File: config.mk
export PLATFORM = sky130hd
export DESIGN_NAME = fpk_panel
export DESIGN_NICKNAME = d
export VERILOG_FILES = /design/src/rtl/fpk_buf2.v /design/src/rtl/fpk_panel.v
export VERILOG_INCLUDE_DIRS = /design/src /design/src/pkg
export SDC_FILE = /design/constraint.sdc
export NUM_CORES = 1
export LEC_CHECK = 0
export BUFFER_PORTS_ARGS = -buffer_cell sky130_fd_sc_hd__buf_2
export CAP_MARGIN = 5
export CORE_UTILIZATION = 50
export DETAILED_ROUTE_END_ITERATION = 8
export GPL_ROUTABILITY_DRIVEN = 0
export PLACE_DENSITY_LB_ADDON = 0.05
export SETUP_SLACK_MARGIN = 0.3
export SLEW_MARGIN = 20
export SYNTH_ARGS = -nofsm -noshare
export SYNTH_HDL_FRONTEND = slang
export SYNTH_SLANG_ARGS = --single-unit
export TNS_END_PERCENT = 100
File: constraint.sdc
create_clock -name CLK_SYS -period 24.4 [get_ports CLK_SYS]
set_input_delay 1.22 -clock CLK_SYS [delete_from_list [all_inputs] [get_ports CLK_SYS]]
set_output_delay 1.22 -clock CLK_SYS [all_outputs]
set_load 0.03 [all_outputs]
File: src/pkg/fpk_map.vh
// constants for the front panel keypad, display and bell controller
//
// Operation
// RL1: a byte of value 07 hex from the host sounds the bell.
// RL2: every reset, from the system or the panel button, also sounds the bell.
// RL3: a bell is a 2 kHz square wave on the buzzer lasting 350 ms, then silence.
// RL4: the sixteen-key 4x4 matrix is scanned and the pressed key found.
// RL5: the twelve-key 3x4 matrix is scanned as well.
// RL6: keys, display text and status travel over the asynchronous host link.
// RL7: printable bytes from the host are written to an 8 by 40 character display.
// RL8: the block itself drives the display backlight and the bell output.
// RL9: a change of the clock-hold switch line is reported to the host as a status code.
// RL10: a low on the panel reset button restarts the block and resets the display.
// RL11: while the terminal sense line is high the terminal port stays blocked and the level is passed to the host.
// RL12: the status LED follows the host control line and nothing else.
// RL13: key, switch and button inputs are debounced before they are acted on.
`ifndef FPK_MAP_VH
`define FPK_MAP_VH

// ==========================================================
// timing
`define FPK_CLK_HZ      250000000
`define FPK_BAUD        38400
`define FPK_BELL_HZ     2000
`define FPK_BELL_MS     350
`define FPK_MS_PER_S    1000
`define FPK_SCAN_HZ     1000
`define FPK_DEB_TICKS   20

// ==========================================================
// host link framing
`define FPK_DATA_BITS   8
`define FPK_FRAME_LAST  4'h9

// ==========================================================
// bytes from the host
`define FPK_CH_BELL     8'h07
`define FPK_CH_LF       8'h0A
`define FPK_CH_FF       8'h0C
`define FPK_CH_CR       8'h0D
`define FPK_CH_BL_ON    8'h0E
`define FPK_CH_BL_OFF   8'h0F
`define FPK_CH_PR_LO    8'h20
`define FPK_CH_PR_HI    8'h7E

// ==========================================================
// display geometry
`define FPK_LCD_LINES   3'h7
`define FPK_LCD_LASTCOL 6'h27

// ==========================================================
// codes to the host, upper nibble, and keypad scan limits
`define FPK_CODE_KA     4'h8
`define FPK_CODE_KB     4'h9
`define FPK_CODE_AUX    4'hA
`define FPK_CODE_SNS    4'hB
`define FPK_KEY_NONE    5'h1F
`define FPK_KB_LASTCOL  2'h2
`define FPK_LASTCOL     2'h3

`endif

File: src/rtl/fpk_buf2.v
// two-entry valid/ready buffer between the event source and the transmitter
`timescale 1ns/100ps
`default_nettype none

module fpk_buf2 #(
  parameter W = 8
) (
  // clock and reset
  input  wire         clk,
  input  wire         rst,
  // filling side
  input  wire         in_valid,
  output wire         in_ready,
  input  wire [W-1:0] in_data,
  // draining side
  output wire         out_valid,
  input  wire         out_ready,
  output reg  [W-1:0] out_data
);

  // ==========================================================
  // storage
  reg [W-1:0] spare_r;
  reg [1:0]   cnt_r;
  wire        push;
  wire        pop;

  assign in_ready  = (cnt_r != 2'h2);
  assign out_valid = (cnt_r != 2'h0);
  assign push      = in_valid & in_ready;
  assign pop       = out_valid & out_ready;

  // head is out_data so read data leave a flop
  always @(posedge clk or posedge rst)
  begin
    if (rst)
    begin
      cnt_r    <= 2'h0;
      out_data <= {W{1'b0}};
      spare_r  <= {W{1'b0}};
    end
    else
    begin
      cnt_r <= cnt_r + {1'b0, push} - {1'b0, pop};
      if (pop)
      begin
        if (cnt_r == 2'h2)
          out_data <= spare_r;
        else if (push)
          out_data <= in_data;
      end
      else if (push)
      begin
        if (cnt_r == 2'h0)
          out_data <= in_data;
      end
      if (push && ((cnt_r == 2'h1 && !pop) || (cnt_r == 2'h2)))
        spare_r <= in_data;
    end
  end

endmodule // fpk_buf2

`default_nettype wire

File: src/rtl/fpk_panel.v
// front panel controller: keypad scan, display writer, bell and host link
`timescale 1ns/100ps
`default_nettype none
`include "fpk_map.vh"

module fpk_panel #(
  parameter integer BAUD_DIV  = `FPK_CLK_HZ / `FPK_BAUD,
  parameter integer SCAN_DIV  = `FPK_CLK_HZ / `FPK_SCAN_HZ,
  parameter integer BELL_HALF = `FPK_CLK_HZ / (2 * `FPK_BELL_HZ),
  parameter integer BELL_LEN  = (`FPK_CLK_HZ / `FPK_MS_PER_S) * `FPK_BELL_MS,
  parameter integer DEB_TICKS = `FPK_DEB_TICKS
) (
  // clock and reset
  input  wire       CLK_SYS,
  input  wire       SYS_RST,
  // host link
  input  wire       HOST_RXD,
  output reg        HOST_TXD,
  // keypads, rows pulled high, columns driven low one at a time
  input  wire [3:0] KA_ROW_N,
  output reg  [3:0] KA_COL_N,
  input  wire [3:0] KB_ROW_N,
  output reg  [2:0] KB_COL_N,
  // switches
  input  wire       CLK_HOLD_SW_N,
  input  wire       RST_BTN_N,
  // display
  output reg        LCD_WR,
  output reg        LCD_CLR,
  output reg        LCD_RST,
  output reg  [2:0] LCD_ROW,
  output reg  [5:0] LCD_COL,
  output reg  [7:0] LCD_DATA,
  output reg        LCD_BKLT,
  // bell
  output reg        BUZZER,
  // terminal connector and status lamp
  input  wire       TERM_SENSE,
  output reg        TERM_PORT_EN,
  output reg        TERM_SENSE_HOST,
  input  wire       LED_CTL,
  output reg        LED_OUT
);

  localparam RX_IDLE  = 2'h0;
  localparam RX_START = 2'h1;
  localparam RX_DATA  = 2'h2;
  localparam RX_STOP  = 2'h3;

  // first low row of a column: {found, row}
  function [2:0] first_row;
    input [3:0] rows_n;
    begin
      if (!rows_n[0])      first_row = 3'h4;
      else if (!rows_n[1]) first_row = 3'h5;
      else if (!rows_n[2]) first_row = 3'h6;
      else if (!rows_n[3]) first_row = 3'h7;
      else                 first_row = 3'h0;
    end
  endfunction

  // ==========================================================
  // scan tick
  reg  [31:0] scan_cnt_r;
  wire        tick = (scan_cnt_r == SCAN_DIV - 1);

  always @(posedge CLK_SYS or posedge SYS_RST)
  begin
    if (SYS_RST)
      scan_cnt_r <= 32'h0;
    else
      scan_cnt_r <= tick ? 32'h0 : scan_cnt_r + 32'h1;
  end

  // ==========================================================
  // switch debounce
  wire [1:0] sw_raw = {RST_BTN_N, CLK_HOLD_SW_N};
  wire [1:0] sw_deb;
  genvar gi;
  generate
    for (gi = 0; gi < 2; gi = gi + 1)
    begin : g_deb
      reg        st_r;
      reg [31:0] cnt_r;
      assign sw_deb[gi] = st_r;
      // RL13 settle before use
      always @(posedge CLK_SYS or posedge SYS_RST)
      begin
        if (SYS_RST)
        begin
          st_r  <= 1'b1;
          cnt_r <= 32'h0;
        end
        else if (tick)
        begin
          if (sw_raw[gi] == st_r)
            cnt_r <= 32'h0;
          else if (cnt_r == DEB_TICKS - 1)
          begin
            st_r  <= sw_raw[gi];
            cnt_r <= 32'h0;
          end
          else
            cnt_r <= cnt_r + 32'h1;
        end
      end
    end
  endgenerate

  // ==========================================================
  // panel reset button
  reg  btn_prev_r;
  reg  srst_r;

  // RL10 restart on press
  always @(posedge CLK_SYS or posedge SYS_RST)
  begin
    if (SYS_RST)
    begin
      btn_prev_r <= 1'b1;
      srst_r     <= 1'b0;
      LCD_RST    <= 1'b1;
    end
    else
    begin
      btn_prev_r <= sw_deb[1];
      srst_r     <= btn_prev_r & ~sw_deb[1];
      LCD_RST    <= ~sw_deb[1];
    end
  end

  // ==========================================================
  // keypad scan
  reg  [1:0] col_r;
  reg  [4:0] found_r;
  reg  [4:0] cand_r;
  reg  [4:0] stable_r;
  reg  [31:0] kcnt_r;
  wire [2:0] ka_hit = first_row(KA_ROW_N);
  wire [2:0] kb_hit = (col_r == `FPK_LASTCOL) ? 3'h0 : first_row(KB_ROW_N);
  reg  [4:0] pass_key;
  reg        key_new;

  always @*
  begin
    pass_key = found_r;
    // RL4 sixteen-key matrix
    if (found_r == `FPK_KEY_NONE && ka_hit[2])
      pass_key = {1'b0, col_r, ka_hit[1:0]};
    // RL5 twelve-key matrix
    else if (found_r == `FPK_KEY_NONE && kb_hit[2])
      pass_key = {1'b1, col_r, kb_hit[1:0]};
  end

  always @(posedge CLK_SYS or posedge SYS_RST)
  begin
    if (SYS_RST)
    begin
      col_r    <= 2'h0;
      KA_COL_N <= 4'hE;
      KB_COL_N <= 3'h6;
      found_r  <= `FPK_KEY_NONE;
      cand_r   <= `FPK_KEY_NONE;
      stable_r <= `FPK_KEY_NONE;
      kcnt_r   <= 32'h0;
      key_new  <= 1'b0;
    end
    else if (srst_r)
    begin
      stable_r <= `FPK_KEY_NONE;
      cand_r   <= `FPK_KEY_NONE;
      key_new  <= 1'b0;
    end
    else
    begin
      key_new <= 1'b0;
      if (tick)
      begin
        // rows are read a full tick after the column went low
        col_r    <= col_r + 2'h1;
        KA_COL_N <= ~(4'h1 << (col_r + 2'h1));
        KB_COL_N <= (col_r + 2'h1 == `FPK_LASTCOL) ? 3'h7 : ~(3'h1 << (col_r + 2'h1));
        found_r  <= (col_r == `FPK_LASTCOL) ? `FPK_KEY_NONE : pass_key;
        if (col_r == `FPK_LASTCOL)
        begin
          // RL13 same key over several passes
          if (pass_key != cand_r)
          begin
            cand_r <= pass_key;
            kcnt_r <= 32'h0;
          end
          else if (kcnt_r == DEB_TICKS - 1)
          begin
            kcnt_r   <= 32'h0;
            stable_r <= cand_r;
            key_new  <= (cand_r != stable_r) && (cand_r != `FPK_KEY_NONE);
          end
          else if (cand_r != stable_r)
            kcnt_r <= kcnt_r + 32'h1;
        end
      end
    end
  end

  // ==========================================================
  // events toward the host
  reg        key_pend_r;
  reg        aux_pend_r;
  reg        sns_pend_r;
  reg        aux_prev_r;
  reg        sns_prev_r;
  reg  [3:0] key_idx_r;
  reg        key_mat_r;
  wire       ev_ready;
  wire       ev_valid = key_pend_r | aux_pend_r | sns_pend_r;
  wire       take = ev_valid & ev_ready;
  wire       aux_set = (aux_prev_r != sw_deb[0]);
  wire       sns_set = (sns_prev_r != TERM_SENSE_HOST);
  reg  [7:0] ev_data;

  always @*
  begin
    if (key_pend_r)
      ev_data = {key_mat_r ? `FPK_CODE_KB : `FPK_CODE_KA, key_idx_r};
    else if (aux_pend_r)
      ev_data = {`FPK_CODE_AUX, 3'h0, aux_prev_r};
    else
      ev_data = {`FPK_CODE_SNS, 3'h0, sns_prev_r};
  end

  // an event in the cycle of its take stays pending
  always @(posedge CLK_SYS or posedge SYS_RST)
  begin
    if (SYS_RST)
    begin
      key_pend_r <= 1'b0;
      aux_pend_r <= 1'b0;
      sns_pend_r <= 1'b0;
      aux_prev_r <= 1'b1;
      sns_prev_r <= 1'b1;
      key_idx_r  <= 4'h0;
      key_mat_r  <= 1'b0;
      TERM_PORT_EN    <= 1'b0;
      TERM_SENSE_HOST <= 1'b1;
      LED_OUT    <= 1'b0;
    end
    else
    begin
      // RL11 sense high blocks the terminal port
      TERM_PORT_EN    <= ~TERM_SENSE;
      TERM_SENSE_HOST <= TERM_SENSE;
      // RL12 lamp follows host line
      LED_OUT    <= LED_CTL;
      aux_prev_r <= sw_deb[0];
      sns_prev_r <= TERM_SENSE_HOST;
      if (key_new)
      begin
        key_mat_r <= stable_r[4];
        key_idx_r <= stable_r[4] ? {2'h0, stable_r[3:2]} * 4'h4 + {2'h0, stable_r[1:0]}
                                 : stable_r[3:0];
      end
      key_pend_r <= key_new | (key_pend_r & ~(take & key_pend_r));
      // RL9 switch position report
      aux_pend_r <= aux_set | (aux_pend_r & ~(take & ~key_pend_r));
      // RL11 sense level report
      sns_pend_r <= sns_set | (sns_pend_r & ~(take & ~key_pend_r & ~aux_pend_r));
    end
  end

  // ==========================================================
  // transmit buffer and serialiser
  wire       tx_valid;
  wire [7:0] tx_data;
  reg        tx_busy_r;
  reg  [9:0] tx_sh_r;
  reg  [3:0] tx_bit_r;
  reg [31:0] tx_cnt_r;

  fpk_buf2 #(.W(8)) u_buf (
    .clk       (CLK_SYS),
    .rst       (SYS_RST),
    .in_valid  (ev_valid),
    .in_ready  (ev_ready),
    .in_data   (ev_data),
    .out_valid (tx_valid),
    .out_ready (~tx_busy_r),
    .out_data  (tx_data)
  );

  // RL6 8N1 frames to the host
  always @(posedge CLK_SYS or posedge SYS_RST)
  begin
    if (SYS_RST)
    begin
      tx_busy_r <= 1'b0;
      tx_sh_r   <= 10'h3FF;
      tx_bit_r  <= 4'h0;
      tx_cnt_r  <= 32'h0;
      HOST_TXD  <= 1'b1;
    end
    else if (!tx_busy_r)
    begin
      HOST_TXD <= 1'b1;
      if (tx_valid)
      begin
        tx_busy_r <= 1'b1;
        tx_sh_r   <= {1'b1, tx_data, 1'b0};
        tx_bit_r  <= 4'h0;
        tx_cnt_r  <= 32'h0;
      end
    end
    else
    begin
      HOST_TXD <= tx_sh_r[0];
      if (tx_cnt_r == BAUD_DIV - 1)
      begin
        tx_cnt_r <= 32'h0;
        tx_sh_r  <= {1'b1, tx_sh_r[9:1]};
        tx_bit_r <= tx_bit_r + 4'h1;
        tx_busy_r <= (tx_bit_r != `FPK_FRAME_LAST);
      end
      else
        tx_cnt_r <= tx_cnt_r + 32'h1;
    end
  end

  // ==========================================================
  // receiver
  reg  [1:0]  rx_st_r;
  reg  [31:0] rx_cnt_r;
  reg  [3:0]  rx_bit_r;
  reg  [7:0]  rx_sh_r;
  reg         rx_vld_r;

  always @(posedge CLK_SYS or posedge SYS_RST)
  begin
    if (SYS_RST)
    begin
      rx_st_r  <= RX_IDLE;
      rx_cnt_r <= 32'h0;
      rx_bit_r <= 4'h0;
      rx_sh_r  <= 8'h00;
      rx_vld_r <= 1'b0;
    end
    else
    begin
      rx_vld_r <= 1'b0;
      rx_cnt_r <= rx_cnt_r + 32'h1;
      case (rx_st_r)
        RX_IDLE:
        begin
          rx_cnt_r <= 32'h0;
          if (!HOST_RXD)
            rx_st_r <= RX_START;
        end
        RX_START:
          if (rx_cnt_r == BAUD_DIV / 2 - 1)
          begin
            rx_cnt_r <= 32'h0;
            rx_bit_r <= 4'h0;
            rx_st_r  <= HOST_RXD ? RX_IDLE : RX_DATA;
          end
        RX_DATA:
          if (rx_cnt_r == BAUD_DIV - 1)
          begin
            rx_cnt_r <= 32'h0;
            rx_sh_r  <= {HOST_RXD, rx_sh_r[7:1]};
            rx_bit_r <= rx_bit_r + 4'h1;
            if (rx_bit_r == `FPK_DATA_BITS - 1)
              rx_st_r <= RX_STOP;
          end
        RX_STOP:
          if (rx_cnt_r == BAUD_DIV - 1)
          begin
            rx_st_r  <= RX_IDLE;
            // a broken stop bit drops the byte
            rx_vld_r <= HOST_RXD;
          end
        default:
          rx_st_r <= RX_IDLE;
      endcase
    end
  end

  // ==========================================================
  // display writer
  wire printable = (rx_sh_r >= `FPK_CH_PR_LO) && (rx_sh_r <= `FPK_CH_PR_HI);

  always @(posedge CLK_SYS or posedge SYS_RST)
  begin
    if (SYS_RST)
    begin
      LCD_WR   <= 1'b0;
      LCD_CLR  <= 1'b0;
      LCD_ROW  <= 3'h0;
      LCD_COL  <= 6'h00;
      LCD_DATA <= 8'h00;
      LCD_BKLT <= 1'b1;
    end
    else if (srst_r)
    begin
      LCD_WR   <= 1'b0;
      LCD_CLR  <= 1'b0;
      LCD_ROW  <= 3'h0;
      LCD_COL  <= 6'h00;
      LCD_BKLT <= 1'b1;
    end
    else
    begin
      // previous write's place is held one cycle with its strobe
      if (LCD_WR)
      begin
        LCD_COL <= (LCD_COL == `FPK_LCD_LASTCOL) ? 6'h00 : LCD_COL + 6'h01;
        if (LCD_COL == `FPK_LCD_LASTCOL)
          LCD_ROW <= LCD_ROW + 3'h1;
      end
      LCD_WR  <= 1'b0;
      LCD_CLR <= 1'b0;
      if (rx_vld_r)
      begin
        // RL7 text into the 8x40 display
        if (printable)
        begin
          LCD_WR   <= 1'b1;
          LCD_DATA <= rx_sh_r;
        end
        else if (rx_sh_r == `FPK_CH_CR)
          LCD_COL <= 6'h00;
        else if (rx_sh_r == `FPK_CH_LF)
          LCD_ROW <= (LCD_ROW == `FPK_LCD_LINES) ? 3'h0 : LCD_ROW + 3'h1;
        else if (rx_sh_r == `FPK_CH_FF)
        begin
          LCD_CLR <= 1'b1;
          LCD_ROW <= 3'h0;
          LCD_COL <= 6'h00;
        end
        // RL8 backlight switched here
        else if (rx_sh_r == `FPK_CH_BL_ON)
          LCD_BKLT <= 1'b1;
        else if (rx_sh_r == `FPK_CH_BL_OFF)
          LCD_BKLT <= 1'b0;
      end
    end
  end

  // ==========================================================
  // bell
  reg  [31:0] bell_len_r;
  reg  [31:0] bell_half_r;
  reg         bell_on_r;
  // RL1 bell byte
  wire        bell_hit = rx_vld_r && (rx_sh_r == `FPK_CH_BELL);

  // starts sounding straight out of system reset
  always @(posedge CLK_SYS or posedge SYS_RST)
  begin
    if (SYS_RST)
    begin
      bell_on_r   <= 1'b1;
      bell_len_r  <= 32'h0;
      bell_half_r <= 32'h0;
      BUZZER      <= 1'b0;
    end
    // RL2 panel reset rings too
    else if (bell_hit || srst_r)
    begin
      bell_on_r   <= 1'b1;
      bell_len_r  <= 32'h0;
      bell_half_r <= 32'h0;
      BUZZER      <= 1'b0;
    end
    else if (bell_on_r)
    begin
      // RL3 square wave for a fixed time
      bell_len_r  <= bell_len_r + 32'h1;
      bell_half_r <= (bell_half_r == BELL_HALF - 1) ? 32'h0 : bell_half_r + 32'h1;
      if (bell_half_r == BELL_HALF - 1)
        BUZZER <= ~BUZZER;
      if (bell_len_r == BELL_LEN - 1)
      begin
        bell_on_r <= 1'b0;
        BUZZER    <= 1'b0;
      end
    end
  end

endmodule // fpk_panel

`default_nettype wire
==> flow_summary.ini <==
[worst_setup_path]
worstSetupStartpointType = input port
r2r_slack_ns = 20.81
worstSetupEndpoint = kcnt_r[11]
critical_path_required_ns = 24.88
critical_path_class = in2reg
crit_arrival_ns = 4.11
end_kind = flip-flop
rr_startpoint = col_r[0]
timing.critical_path.fanout_max = 15
critical_path.max_stage_delay_ns = 0.89
critical_path.slowest_cell = sky130_fd_sc_hd__nor2_1
regToRegEndpoint = kcnt_r[11]
reg2regPathDepth = 8
critPathLaunch = KB_ROW_N[1]
worstPathCellList = buf_2 -> a41oi_1 -> o211ai_1 -> nor3_1 -> o21bai_1 -> a2111o_1 -> nor2_1 -> a22o_1

[synth]
synthArstFlopShare = 1.000
synth_area_leader_cell = sky130_fd_sc_hd__dfrtp_1
synth_cells = 2041
ys_seq_area_frac = 0.4863
ys_warn_count = 0
synth.top_cell.area_share = 0.4346
syn_avg_cell_area_sq_um = 9.224
synth_top_cells_by_area = sky130_fd_sc_hd__dfrtp_1, sky130_fd_sc_hd__dfstp_2, sky130_fd_sc_hd__nand2_1
post_synth_num_cell_types = 72
dominant_register_cell_in_the_synthesized_netlist = sky130_fd_sc_hd__dfrtp_1
ys_ff_latch = 364
syn-cell-area_sq_um = 18830
net_count_synth = 2080
number_of_enable_type_register_cells_in_the_synthesized_netlist = 0

[cells_and_area]
area_overhead_vs_synth_pct = 10.83
drive_gt1_frac = 0.1021
num-nets-final = 2104
num_antenna_cells = 0

[drt]
post_drt_wl_per_cell_um = 15.97
drtAntennaViolNets = 0
detail_route.wirelength_mm = 41.53
first_iter_violations = 859
post-route-drc-count = 0
drt_pre_antenna_iters = 5
detailroute.via_count = 14850
detail_route.vias_per_cell = 5.710

[sta]
hold_viol_final = 0
clock.fmax_mhz = 275.4
setup_viol = 0
max-slew-margin-rel = 0.2858
fin_worst_skew_ns = 0.02604
period_needed_ns = 3.631
grt_setup_unrepaired = no
timing.final.ws_setup_ns = 20.77
timing.setup.tns_ns = 0
post-route-period-util = 0.1488
final_number_of_max_transition_violations = 0
tightest_slew_ns = 1.067

[clocking]
ctsResizeCount = 0
post-cts-setup-buffer-count = 0
tritoncts.num_buffers = 43
tritoncts = yes
cts.sink_count = 364
cts_root_buffer = sky130_fd_sc_hd__clkbuf_16
path_clk_slew_ns = 0.06
h-tree-depth = 2
clkLatencyLatePin_ns = 0.56
cts.path.max_buffers = 3
cts.hold.buffers_added = 0

[placed_design]
hpwlAfterDp_mm = 27.07
port_buffers = 47
placement.setup.worst_slack_ns = 20.15

[global_route]
globalRouteOverflowTotal = 0
first_global_vias = 14340
largest_net_degree_at_the_start_of_global_routing = 184
grt.total_usage = 0.2245
grt_antenna_before_repair = 0
grt_pass1_wl_mm = 71.87

[floorplanning]
die_area_sq_um = 38430
initial_utilization = 0.5106
die_w_um = 196.0
io-pin-count = 48
placementRows = 70
floorplan.core_area_sq_um = 36870
die_height_um = 196.0

[power]
design_power_total_mw = 1.345
p_sw_frac = 0.2422
leakage_nw = 8.874
internal-power_mw = 1.020
seqPwrFrac = 0.487
vdd.ir_drop.worst_mv = 0.05644
pwr-share-clk = 0.456
power-per-cell-area_nw_per_um2 = 64.48
comb_power_share = 0.057
netSwitchingPower_mw = 0.3258

[worst_hold_path]
worst_hold_stages = 0
hp-class = reg2reg

[flow_run]
drv_cap = 0

[status]
run_status = finished, final reports clean
[logic make-up (layout without fill, tap and decap cells)]
logic type      Yosys count  after routing  share of synthesized area
buf+inv                 136            192                    0.03070
simple gates            946            946                     0.2547
xor+xnor                138            138                    0.06420
compound gates          400            400                     0.1292
flops                   364            364                     0.4863
fa+ha+maj                24             24                    0.01595
mux                      33             33                    0.01894
[worst min-delay path by stage]
| stage | from | endpoint | slack [ns] |
|---|---|---|---|
| 6_report | g_deb[1].st_r | btn_prev_r | 0.40 |
| 5_1_grt | TERM_SENSE_HOST | sns_prev_r | 0.41 |
| 4_1_cts | g_deb[1].st_r | btn_prev_r | 0.41 |
| 3_5_place_dp | g_deb[1].st_r | btn_prev_r | 0.39 |
| 3_3_place_gp | g_deb[1].st_r | btn_prev_r | 0.39 |
| 2_1_floorplan | g_deb[0].st_r | aux_prev_r | 0.38 |
[routing by layer]
layer  routed length [um]  share of wire  track usage
met4                  731          0.018      0.05584
met5                    0              0            0
met3                 1554          0.037      0.03576
met1                20660           0.50       0.3307
met2                18590           0.45       0.3460
[layout make-up]
class                      instances  area [sq um]
clock buffer                      63          1231
clock inverter                    14         117.6
fill                            3283         16010
inverter                          51         198.9
multi-input combinational       1541          9150
sequential                       364          9155
tap                              504         630.6
timing repair buffer              64         382.9
[layout by cell type, fill, tap and decap left out, types with 29 or more instances in the layout]
cell,instances
sky130_fd_sc_hd__clkbuf_16,43
sky130_fd_sc_hd__xor2_1,76
sky130_fd_sc_hd__nor3_1,52
sky130_fd_sc_hd__nand4_1,64
sky130_fd_sc_hd__dfrtp_1,327
sky130_fd_sc_hd__o21ai_1,43
sky130_fd_sc_hd__nor4_1,47
sky130_fd_sc_hd__nor2_1,212
sky130_fd_sc_hd__xnor2_1,62
sky130_fd_sc_hd__a21oi_1,67
sky130_fd_sc_hd__nand3_1,114
sky130_fd_sc_hd__inv_1,50
sky130_fd_sc_hd__and3_1,47
sky130_fd_sc_hd__dfstp_2,37
sky130_fd_sc_hd__buf_2,47
sky130_fd_sc_hd__o21ai_0,148
sky130_fd_sc_hd__nand2b_1,29
sky130_fd_sc_hd__nand2_1,239
[Yosys cell counts (29+ instances only)]
cell and number:
sky130_fd_sc_hd__nor3_1 56, sky130_fd_sc_hd__clkbuf_1 59, sky130_fd_sc_hd__xnor2_1 62, sky130_fd_sc_hd__nand2_1 239
sky130_fd_sc_hd__nand4_1 64, sky130_fd_sc_hd__o21ai_1 43, sky130_fd_sc_hd__dfstp_2 37, sky130_fd_sc_hd__and3_1 47
sky130_fd_sc_hd__nand2b_1 29, sky130_fd_sc_hd__nand3_1 114, sky130_fd_sc_hd__dfrtp_1 327, sky130_fd_sc_hd__xor2_1 76
sky130_fd_sc_hd__nor4_1 48, sky130_fd_sc_hd__nor2_1 212, sky130_fd_sc_hd__inv_1 51, sky130_fd_sc_hd__a21oi_1 68
sky130_fd_sc_hd__o21ai_0 148
[worst max-delay path, delay by kind of cell]
| family | cells | cell delay, ns |
|---|---|---|
| AOI/OAI and AO/OA | 5 | 1.52 |
| buffers and inverters | 1 | 0.11 |
| and+or+nand+nor | 2 | 1.25 |
[per-stage QoR]
step	instances	cell area, sq um	hold slack, ns	utilization
5_1_grt	2601	20870	0.4148	0.5659
3_5_place_dp	2523	19470	0.3930	0.5281
6_report	2601	20870	0.3985	0.5659
4_1_cts	2600	20820	0.4058	0.5647
2_1_floorplan	2041	18830	0.3784	-
3_3_place_gp	2523	19470	0.3904	0.5281
[registers in the layout, indices dropped and copies added (netlist names), 9 cells and up, named ones only]
| signal | count |
|---|---|
| g_deb.cnt_r | 64 |
| bell_half_r | 32 |
| bell_len_r | 32 |
| kcnt_r | 32 |
| rx_cnt_r | 32 |
| scan_cnt_r | 32 |
| tx_cnt_r | 32 |
| tx_sh_r | 9 |
[power groups by stage]
stage          Sequential (mW)  Clock (mW)  Combinational (mW)
6_report                 0.656       0.613              0.0765
3_3_place_gp             0.665           0              0.0755
4_1_cts                  0.655       0.631              0.0781
3_5_place_dp             0.665           0              0.0784
2_1_floorplan            0.658           0              0.0622
5_1_grt                  0.660       0.654              0.0907
No activity file was read; power rests on OpenSTA's default activity.
